===== src/hdl/pgf_pkg.sv =====
// constants and types for the generator update and fault control block
`default_nettype none
package pgf_pkg;
    // ********************************
    // widths
    // ********************************
    localparam int ADDR_W = 8;
    localparam int DATA_W = 32;
    localparam int VAL_W  = 16;
    localparam int MFP_W  = 16;
    localparam int NPIN   = 4;
    localparam int NCMP   = 4;
    localparam int NSH    = 4;

    // ********************************
    // register offsets
    // ********************************
    localparam logic [ADDR_W-1:0] OFS_CTL    = 8'h40;
    localparam logic [ADDR_W-1:0] OFS_DBFALL = 8'h44;
    localparam logic [ADDR_W-1:0] OFS_DBRISE = 8'h48;
    localparam logic [ADDR_W-1:0] OFS_DBCTL  = 8'h4C;
    localparam logic [ADDR_W-1:0] OFS_GENB   = 8'h50;
    localparam logic [ADDR_W-1:0] OFS_MINFLT = 8'h54;
    localparam logic [ADDR_W-1:0] OFS_FLTIN  = 8'h58;
    localparam logic [ADDR_W-1:0] OFS_CMPSRC = 8'h5C;

    // ********************************
    // control field layout and values
    // ********************************
    localparam int CTL_LSB       = 8;
    localparam int CTL_MSB       = 17;
    localparam int CTL_MINFLT    = 17;
    localparam int CTL_SRC       = 16;
    localparam int CTL_FALL_LSB  = 14;
    localparam int CTL_RISE_LSB  = 12;
    localparam int CTL_DBCTL_LSB = 10;
    localparam int CTL_GENB_LSB  = 8;
    localparam logic [1:0] MODE_IMM    = 2'h0;
    localparam logic [1:0] MODE_RSVD   = 2'h1;
    localparam logic [1:0] MODE_LOCAL  = 2'h2;
    localparam logic [1:0] MODE_GLOBAL = 2'h3;
    localparam logic [DATA_W-1:0] RST_VAL = 32'h0000_0000;

    // shadow slots
    localparam int SH_FALL = 0;
    localparam int SH_RISE = 1;
    localparam int SH_CTL  = 2;
    localparam int SH_GENB = 3;

    typedef struct packed {
        logic       min_fault_extend_en;
        logic       fault_source_select;
        logic [1:0] deadband_fall_update_mode;
        logic [1:0] deadband_rise_update_mode;
        logic [1:0] deadband_ctl_update_mode;
        logic [1:0] gen_b_action_update_mode;
    } pgf_ctl_t;

    typedef enum logic {PGF_IDLE, PGF_STRETCH} pgf_state_t;
endpackage
`default_nettype wire


===== src/hdl/pgf_ctl.sv =====
// generator control: fault source, fault stretch and register update modes
//
// Decided for this implementation: the register addresses and the address-and-strobe port.
`default_nettype none
// Notes on behaviour
// - with the extend enable clear the fault ends as soon as its source drops.
// - with the extend enable set a one-shot stretches each fault that starts outside a stretch to the programmed minimum.
// - source select bit 16 at 0 takes fault input zero as the fault condition.
// - source select at 1 forms the fault from the fault input and comparator select registers.
// - update mode 0 applies a write at once, and the reserved mode 1 behaves the same here.
// - update mode 2 holds a write pending until the next counter zero.
// - update mode 3 holds a write until a sync request, then applies it at the next zero.
// - fields 15:14, 13:12 and 11:10 govern dead-band fall, dead-band rise and dead-band control.
// - field 9:8 governs the generator-B action register with the same encoding.
// - the stretch lasts the minimum count plus one cycles after the synchronised edge.
// - clearing the enable aborts a stretch, and the one-shot ignores src while counting.
module pgf_ctl
    import pgf_pkg::*;
(
    // clock and reset
    input  wire logic              I_CLK,
    input  wire logic              I_RST,
    input  wire logic              I_CE,
    // register port
    input  wire logic [ADDR_W-1:0] I_ADDR,
    input  wire logic [DATA_W-1:0] I_WDATA,
    input  wire logic              I_WR,
    input  wire logic              I_RD,
    output logic      [DATA_W-1:0] O_RDATA,
    // generator timing
    input  wire logic              I_CNT_ZERO,
    input  wire logic              I_SYNC_REQ,
    // fault sources
    input  wire logic [NPIN-1:0]   I_FAULT_PIN,
    input  wire logic [NCMP-1:0]   I_CMP_TRIG,
    output logic                   O_FAULT,
    // active values seen by the generator
    output logic      [VAL_W-1:0]  O_DBFALL,
    output logic      [VAL_W-1:0]  O_DBRISE,
    output logic      [VAL_W-1:0]  O_DBCTL,
    output logic      [VAL_W-1:0]  O_GENB
);
    // ********************************
    // functions
    // ********************************
    function automatic logic [1:0] mode_of(input pgf_ctl_t c, input int i);
        unique case (i)
            SH_FALL: mode_of = c.deadband_fall_update_mode;
            SH_RISE: mode_of = c.deadband_rise_update_mode;
            SH_CTL:  mode_of = c.deadband_ctl_update_mode;
            default: mode_of = c.gen_b_action_update_mode;
        endcase
    endfunction

    function automatic logic [ADDR_W-1:0] ofs_of(input int i);
        unique case (i)
            SH_FALL: ofs_of = OFS_DBFALL;
            SH_RISE: ofs_of = OFS_DBRISE;
            SH_CTL:  ofs_of = OFS_DBCTL;
            default: ofs_of = OFS_GENB;
        endcase
    endfunction

    // ********************************
    // register state
    // ********************************
    pgf_ctl_t                 ctl;
    pgf_ctl_t                 next_ctl;
    logic [MFP_W-1:0]         min_fault_count;
    logic [MFP_W-1:0]         next_min_fault_count;
    logic [NPIN-1:0]          fltin;
    logic [NPIN-1:0]          next_fltin;
    logic [NCMP-1:0]          cmpsrc;
    logic [NCMP-1:0]          next_cmpsrc;
    logic [VAL_W-1:0]         shadow [NSH];
    logic [VAL_W-1:0]         next_shadow [NSH];
    logic [VAL_W-1:0]         active [NSH];
    logic [VAL_W-1:0]         next_active [NSH];
    logic [NSH-1:0]           pend;
    logic [NSH-1:0]           next_pend;
    logic [NSH-1:0]           armed;
    logic [NSH-1:0]           next_armed;
    logic [DATA_W-1:0]        rdata;
    logic [DATA_W-1:0]        next_rdata;

    always_comb begin
        next_ctl             = ctl;
        next_min_fault_count = min_fault_count;
        next_fltin           = fltin;
        next_cmpsrc          = cmpsrc;
        next_shadow          = shadow;
        next_active          = active;
        next_pend            = pend;
        next_armed           = armed;
        next_rdata           = RST_VAL;
        if (I_WR) begin
            unique case (I_ADDR)
                OFS_CTL:    next_ctl = I_WDATA[CTL_MSB:CTL_LSB];
                OFS_MINFLT: next_min_fault_count = I_WDATA[MFP_W-1:0];
                OFS_FLTIN:  next_fltin = I_WDATA[NPIN-1:0];
                OFS_CMPSRC: next_cmpsrc = I_WDATA[NCMP-1:0];
                default:    next_ctl = ctl;
            endcase
        end
        for (int i = 0; i < NSH; i++) begin
            // a sync request arms a slot that is already waiting, or a global-mode slot written in the same cycle
            if (pend[i] && I_SYNC_REQ) begin
                next_armed[i] = 1'b1;
            end
            if (pend[i]) begin
                unique case (mode_of(ctl, i))
                    MODE_LOCAL: if (I_CNT_ZERO) begin
                        next_active[i] = shadow[i];
                        next_pend[i]   = 1'b0;
                        next_armed[i]  = 1'b0;
                    end
                    MODE_GLOBAL: if (I_CNT_ZERO && armed[i]) begin
                        next_active[i] = shadow[i];
                        next_pend[i]   = 1'b0;
                        next_armed[i]  = 1'b0;
                    end
                    default: begin
                        next_active[i] = shadow[i];
                        next_pend[i]   = 1'b0;
                        next_armed[i]  = 1'b0;
                    end
                endcase
            end
            // a new write wins over an apply in the same cycle
            if (I_WR && I_ADDR == ofs_of(i)) begin
                next_shadow[i] = I_WDATA[VAL_W-1:0];
                if (mode_of(ctl, i) == MODE_IMM || mode_of(ctl, i) == MODE_RSVD) begin
                    next_active[i] = I_WDATA[VAL_W-1:0];
                    next_pend[i]   = 1'b0;
                    next_armed[i]  = 1'b0;
                end else begin
                    next_pend[i]  = 1'b1;
                    next_armed[i] = I_SYNC_REQ && mode_of(ctl, i) == MODE_GLOBAL;
                end
            end
        end
        if (I_RD) begin
            if (I_ADDR == OFS_CTL) begin
                next_rdata[CTL_MSB:CTL_LSB] = ctl;
            end else if (I_ADDR == OFS_MINFLT) begin
                next_rdata[MFP_W-1:0] = min_fault_count;
            end else if (I_ADDR == OFS_FLTIN) begin
                next_rdata[NPIN-1:0] = fltin;
            end else if (I_ADDR == OFS_CMPSRC) begin
                next_rdata[NCMP-1:0] = cmpsrc;
            end
            for (int i = 0; i < NSH; i++) begin
                if (I_ADDR == ofs_of(i)) begin
                    next_rdata[VAL_W-1:0] = shadow[i];
                end
            end
        end
    end

    always_ff @(posedge I_CLK or posedge I_RST) begin
        if (I_RST) begin
            ctl             <= '0;
            min_fault_count <= '0;
            fltin           <= '0;
            cmpsrc          <= '0;
            shadow          <= '{default: '0};
            active          <= '{default: '0};
            pend            <= '0;
            armed           <= '0;
            rdata           <= RST_VAL;
        end else if (I_CE) begin
            ctl             <= next_ctl;
            min_fault_count <= next_min_fault_count;
            fltin           <= next_fltin;
            cmpsrc          <= next_cmpsrc;
            shadow          <= next_shadow;
            active          <= next_active;
            pend            <= next_pend;
            armed           <= next_armed;
            rdata           <= next_rdata;
        end
    end

    // ********************************
    // fault source and stretch
    // ********************************
    logic [NPIN-1:0]  sync1;
    logic [NPIN-1:0]  sync2;
    logic             src_q;
    logic             fault_q;
    logic             next_fault;
    pgf_state_t       state;
    pgf_state_t       next_state;
    logic [MFP_W-1:0] cnt;
    logic [MFP_W-1:0] next_cnt;
    logic             src;

    always_comb begin
        // pins are asynchronous, comparator events are already on this clock
        if (ctl.fault_source_select) begin
            src = |(sync2 & fltin) | |(I_CMP_TRIG & cmpsrc);
        end else begin
            src = sync2[0];
        end
        next_state = state;
        next_cnt   = cnt;
        unique case (state)
            PGF_IDLE: if (ctl.min_fault_extend_en && src && !src_q) begin
                next_state = PGF_STRETCH;
                next_cnt   = min_fault_count;
            end
            PGF_STRETCH: begin
                if (!ctl.min_fault_extend_en || cnt == '0) begin
                    next_state = PGF_IDLE;
                end else begin
                    next_cnt = cnt - 1'b1;
                end
            end
        endcase
        // the stretch also holds the fault while the one-shot runs
        next_fault = src || (next_state == PGF_STRETCH);
    end

    always_ff @(posedge I_CLK or posedge I_RST) begin
        if (I_RST) begin
            sync1   <= '0;
            sync2   <= '0;
            src_q   <= 1'b0;
            fault_q <= 1'b0;
            state   <= PGF_IDLE;
            cnt     <= '0;
        end else if (I_CE) begin
            sync1   <= I_FAULT_PIN;
            sync2   <= sync1;
            src_q   <= src;
            fault_q <= next_fault;
            state   <= next_state;
            cnt     <= next_cnt;
        end
    end

    assign O_RDATA  = rdata;
    assign O_FAULT  = fault_q;
    assign O_DBFALL = active[SH_FALL];
    assign O_DBRISE = active[SH_RISE];
    assign O_DBCTL  = active[SH_CTL];
    assign O_GENB   = active[SH_GENB];
endmodule
`default_nettype wire


===== config.mk =====
export PLATFORM = sky130hd
export DESIGN_NAME = pgf_ctl
export DESIGN_NICKNAME = d
export VERILOG_FILES = /design/src/hdl/pgf_pkg.sv /design/src/hdl/pgf_ctl.sv
export SDC_FILE = /design/constraint.sdc
export NUM_CORES = 1
export LEC_CHECK = 0
export BUFFER_PORTS_ARGS = -buffer_cell sky130_fd_sc_hd__buf_2
export CAP_MARGIN = 20
export CORE_ASPECT_RATIO = 0.8
export CORE_MARGIN = 2
export CORE_UTILIZATION = 45
export CTS_CLUSTER_SIZE = 20
export DETAILED_ROUTE_END_ITERATION = 8
export PLACE_DENSITY = 0.65
export SLEW_MARGIN = 40
export SYNTH_ARGS = -nofsm -noshare
export SYNTH_HDL_FRONTEND = slang
export SYNTH_SLANG_ARGS = --single-unit

===== constraint.sdc =====
create_clock -name I_CLK -period 11.5 [get_ports I_CLK]
set_input_delay 2.875 -clock I_CLK [delete_from_list [all_inputs] [get_ports I_CLK]]
set_output_delay 2.875 -clock I_CLK [all_outputs]
set_load 0.1 [all_outputs]

* Yosys cells after proc, flatten, opt, wreduce, memory -nomap -nowiden
Cells that the tools add are included.
** Word-level totals
- Input bits :: 55
- Output and inout bits :: 97
- Flip-flop bits (word level) :: 215
** Operators by class
- Equal/unequal tests :: 30
- Bitwise operators :: 4
- Muxes and demuxes :: 112
- $add $sub $neg :: 1
- Reduce and logical (&&, ||, !) cells :: 42
** Operators by type and width (count)
- two-way mux 16 bit :: 26
- case mux 16 bit (2 select lines) :: 5
- equality test 8 x 7 -> 1 bit, second input constant :: 8
- two-way mux 8 bit :: 6
- two-way mux 1 bit :: 44
- two-way mux 2 bit :: 17
- equality test 8 bit :: 4
- equality test 2 bit, second input constant :: 12
- logical AND 1 bit :: 18
- two-way mux 18 bit :: 1
- case mux 1 bit (2 select lines) :: 9
- zero test 16 bit :: 1
- subtractor 16 x 1 -> 16 bit, second input constant :: 1
- AND reduction 3 bit :: 5
- two-way mux 12 bit :: 1
- two-way mux 4 bit :: 3
- AND 4 bit :: 2
- equality test 2 x 1 -> 1 bit, second input constant :: 4
- zero test 2 bit :: 4
- AND reduction 2 bit :: 4
- OR reduction 4 bit :: 2
- logical OR 1 bit :: 6
- inequality test 2 bit, second input constant :: 2
- zero test 1 bit :: 2
- other kinds (2) :: 2

* Depth between registers and ports, before layout
- Depth in word-level cells :: 11
- Mapped depth :: 10
- Depth with buffers taken out :: 7

* Least setup slack after synthesis
No wires, ideal clock.
- Kind :: input to register
- Start :: in I_ADDR[4]
- End :: reg shadow[36] in the netlist's numbering
- Stages on the path :: 6
- Setup slack :: 6.865 ns
- Data arrival time :: 4.510 ns
- Buffers on the path :: 2
- Cell sequence :: buf_2 -> nor4b_4 -> nand3_1 -> nor2_1 -> buf_2 -> mux2_2
** On the way
- Word-level cells in the longest chain between the ends :: 3
** Ends and longest elaborated chain
- start: declaration :: line pgf_ctl.sv:25 : input wire logic [ADDR_W-1:0] I_ADDR,
- equality test 8 x 7 -> 1 bit :: line pgf_ctl.sv:130 : if (I_WR && I_ADDR == ofs_of(i)) begin
- logical AND 1 bit :: line pgf_ctl.sv:130
- AND reduction 2 bit (no line)
- end signal: assignment :: line pgf_ctl.sv:176 : shadow <= next_shadow;
- end: declaration :: line pgf_ctl.sv:75 : logic [VAL_W-1:0] shadow [NSH];
No other way between the ends.
A chain may end at the register's enable or synchronous reset.

* Worst setup path in the final report
- Start :: in I_ADDR[3]
- End :: reg shadow[12] in the netlist's numbering
Same word-level chain as after synthesis.

==> results.yml <==
timing:
  skew_ns: 0.03033
  rsz0062_at_grt: "no"
  finalSetupTns_ns: 0
  min_period_ns: 5.115
  tightest_slew_ns: 0.8849
  hold_viol: 0
  slew_headroom_pct: 39.48
  setup-violations-final: 0
  fmax_ghz: 0.1955
  finalCritPeriodShare_pct: 44.48
  slew_viol_final: 0
synth:
  syn_avg_cell_area_um2: 11.01
  yosys.area.top_type: "dfrtp_1"
  synth_commonest_cells: "dfrtp_1 (215), mux2_2 (104), nand2_1 (64), nand3_1 (62)"
  netlist_area_um2: 10580
  ys.flop_type: "dfrtp_1"
  synth_seq_cells: 215
  syn-instance-count: 961
  yosys-top-cells-area: "dfrtp_1 (51%), mux2_2 (11%), a221o_1 (3.9%)"
  synth_edf_count: 0
  ys_seq_area_share_pct: 50.83
  synth_top_area_share_pct: 50.83
  synth_most_common_cell: "dfrtp_1"
  yosysWarnings: 0
  async_flop_share_pct: 100.0
  synth.distinct_cells: 71
drt:
  drc: 0
  detail-route-antenna-nets: 0
  dr_total_vias: 8268
  drt-initial-drc-count: 783
  via_per_inst: 6.017
  wl_per_cell_um: 21.06
  first_pass_iters: 5
  drt-total-wl_um: 28930
clocking:
  insertion_delay_ns: 0.53
  postCtsHoldBufs: 0
  numCtsBuffers: 23
  clk_path_buf_depth: 3
  cts_tree: "done"
  cts_resized: 0
  clkSlewWorstSetupHoldPaths_ns: 0.06
  clkSinkCount: 215
  cts_root_buffer: "clkbuf_16"
  htreeDepth: 1
  cts_setup_buffers: 0
status:
  status: "finished, final reports clean"
floorplan:
  die_h_um: 141.2
  num_rows: 50
  die_w_um: 175.5
  start_util_pct: 45.48
  core-area_um2: 23270
  dieArea_um2: 24770
  pin_count: 152
placement:
  io_buffers: 123
  dp_hpwl_um: 19820
  gp_congestion: 0.8533
setup_path:
  startpoint_type: "input pin"
  worstPathArrival_ns: 5.50
  required_ns: 11.88
  worstPathCellList: "buf_2 > or3_1 > nor3b_4 > nand3_2 > mux2_2"
  crit_family: "simple AND/OR/NAND/NOR gates"
  crit_fanout: 17
  path_buf_inv: 1
  max_stage_delay_ns: 0.72
  crit_path_end_kind: "register"
  ff2ff_path_depth: 5
  slowest_stage: "nor3b_4"
  r2r_slack_ns: 8.77
  rr_startpoint: "cnt[5]"
  crit_type: "input pin to register"
  rr_endpoint: "cnt[2]"
worst_hold_path:
  min-delay-start: "O_DBFALL[5]"
  hold_class: "register to register"
  holdPathStages: 1
  min_to: "O_DBFALL[5]"
global_routing:
  grt_max_degree: 101
  grt_overflow: 0
  grt_usage_pct: 23.38
  grt_pass1_wl_um: 45570
  grt_pass1_vias: 7933
  antenna_found_initial: 1
layout:
  nets: 1103
  regArea_um2: 5380
  drive_gt1_share_pct: 28.63
  multi_input_area_um2: 4725
  syn_to_final_growth_pct: 14.80
  nFillCells: 2126
  diodes: 0
power:
  totalPowerFinal_mw: 1.722
  p_per_area_nw_per_um2: 141.8
  p_leak_nw: 5.995
  ir_worst_vdd_mv: 0.09021
flow_run:
  maxCapViolCount: 0
## flip-flops by register name, indices dropped and copies added, names as in the netlist, 10 cells and up
| name | cells |
|---|---|
| O_DBFALL | 16 |
| min_fault_count | 16 |
| O_GENB | 16 |
| O_DBCTL | 16 |
| O_RDATA | 18 |
| shadow | 64 |
| O_DBRISE | 16 |
| ctl | 10 |
| cnt | 16 |
## per-layer routing
metal / track usage [%] / routed length (um) / vias to the layer above
met4: 5.002 / 520 / 2
li1: - / - / 3760
met1: 35.81 / 13720 / 4183
met3: 3.587 / 2020 / 40
met5: 0 / 13 / -
met2: 35.08 / 12650 / 283
## layout make-up
| type | instances | share of cell area [%] |
|---|---|---|
| clock buffers | 32 | 5.427 |
| well taps | 312 | 3.213 |
| flip-flops and latches | 215 | 44.28 |
| clock inverters | 9 | 0.8856 |
| multi-input cells | 633 | 38.88 |
| inverters | 36 | 1.174 |
| repair buffers | 137 | 6.137 |
## cells in the final DEF, fill, tap and decap left out, drive strengths merged, types with 6 or more instances in the layout
cell	instances
a2111oi	7
a21o	18
a21oi	23
a221o	41
a22o	26
and2	21
and3	24
buf	137
clkbuf	32
conb	14
dfrtp	215
inv	37
mux2	104
mux2i	13
nand2	64
nand3	63
nand4	13
nor2	18
nor2b	14
nor3	16
nor4	11
nor4b	7
o21ai	38
o221ai	17
o2bb2ai	7
o311ai	6
## cell families (layout without fill, tap and decap cells)
kind of cell / after synthesis / in the layout / synth area share [%]
AOI/OAI and AO/OA: 222 / 222 / 16.44
adders and majority gates: 2 / 2 / 0.2364
buffers and inverters: 126 / 214 / 5.497
DFF: 215 / 215 / 50.83
muxes: 117 / 117 / 12.29
other: 1 / 14 / 0.03543
and+or+nand+nor: 278 / 278 / 14.66
## through the flow
step / util, % / hold WS [ns] / worst slack, ns / area, um^2 / cells
5_1_grt: 52.21 / 0.4912 / 6.301 / 12150 / 1374
3_5_place_dp: 48.66 / 0.4615 / 5.807 / 11320 / 1331
4_1_cts: 51.95 / 0.4760 / 6.335 / 12090 / 1372
6_report: 52.21 / 0.4737 / 6.385 / 12150 / 1374
2_1_floorplan: - / 0.4608 / 2.746 / 10630 / 974
3_3_place_gp: 48.57 / 0.4534 / 5.779 / 11300 / 1331
## worst reg2reg max path, delay by kind of cell (launching register included)
family / cells / cell delay (ns)
AND/OR/NAND/NOR: 3 / 1.75
flip-flops: 1 / 0.43
AO/OA/AOI/OAI: 2 / 0.39
## where the power goes
group          switching [mW]  leakage [nW]  internal, mW
Sequential             0.0171          2.85         0.779
Clock                   0.306         0.373         0.446
Combinational           0.135          2.77        0.0390
Total                   0.458          5.99          1.26
## worst max path at each step
stage	start	end	slack [ns]	cells past startpoint
finish	I_ADDR[3]	shadow[12]	6.39	5
floorplan	I_RST	O_DBCTL[0]	2.75	1
detailed placement	I_CE	cnt[15]	5.81	6
global route	I_ADDR[3]	shadow[10]	6.30	5
global placement	I_ADDR[2]	shadow[26]	5.78	5
CTS	I_CE	cnt[15]	6.33	6
No activity file was read; power rests on OpenSTA's default activity.
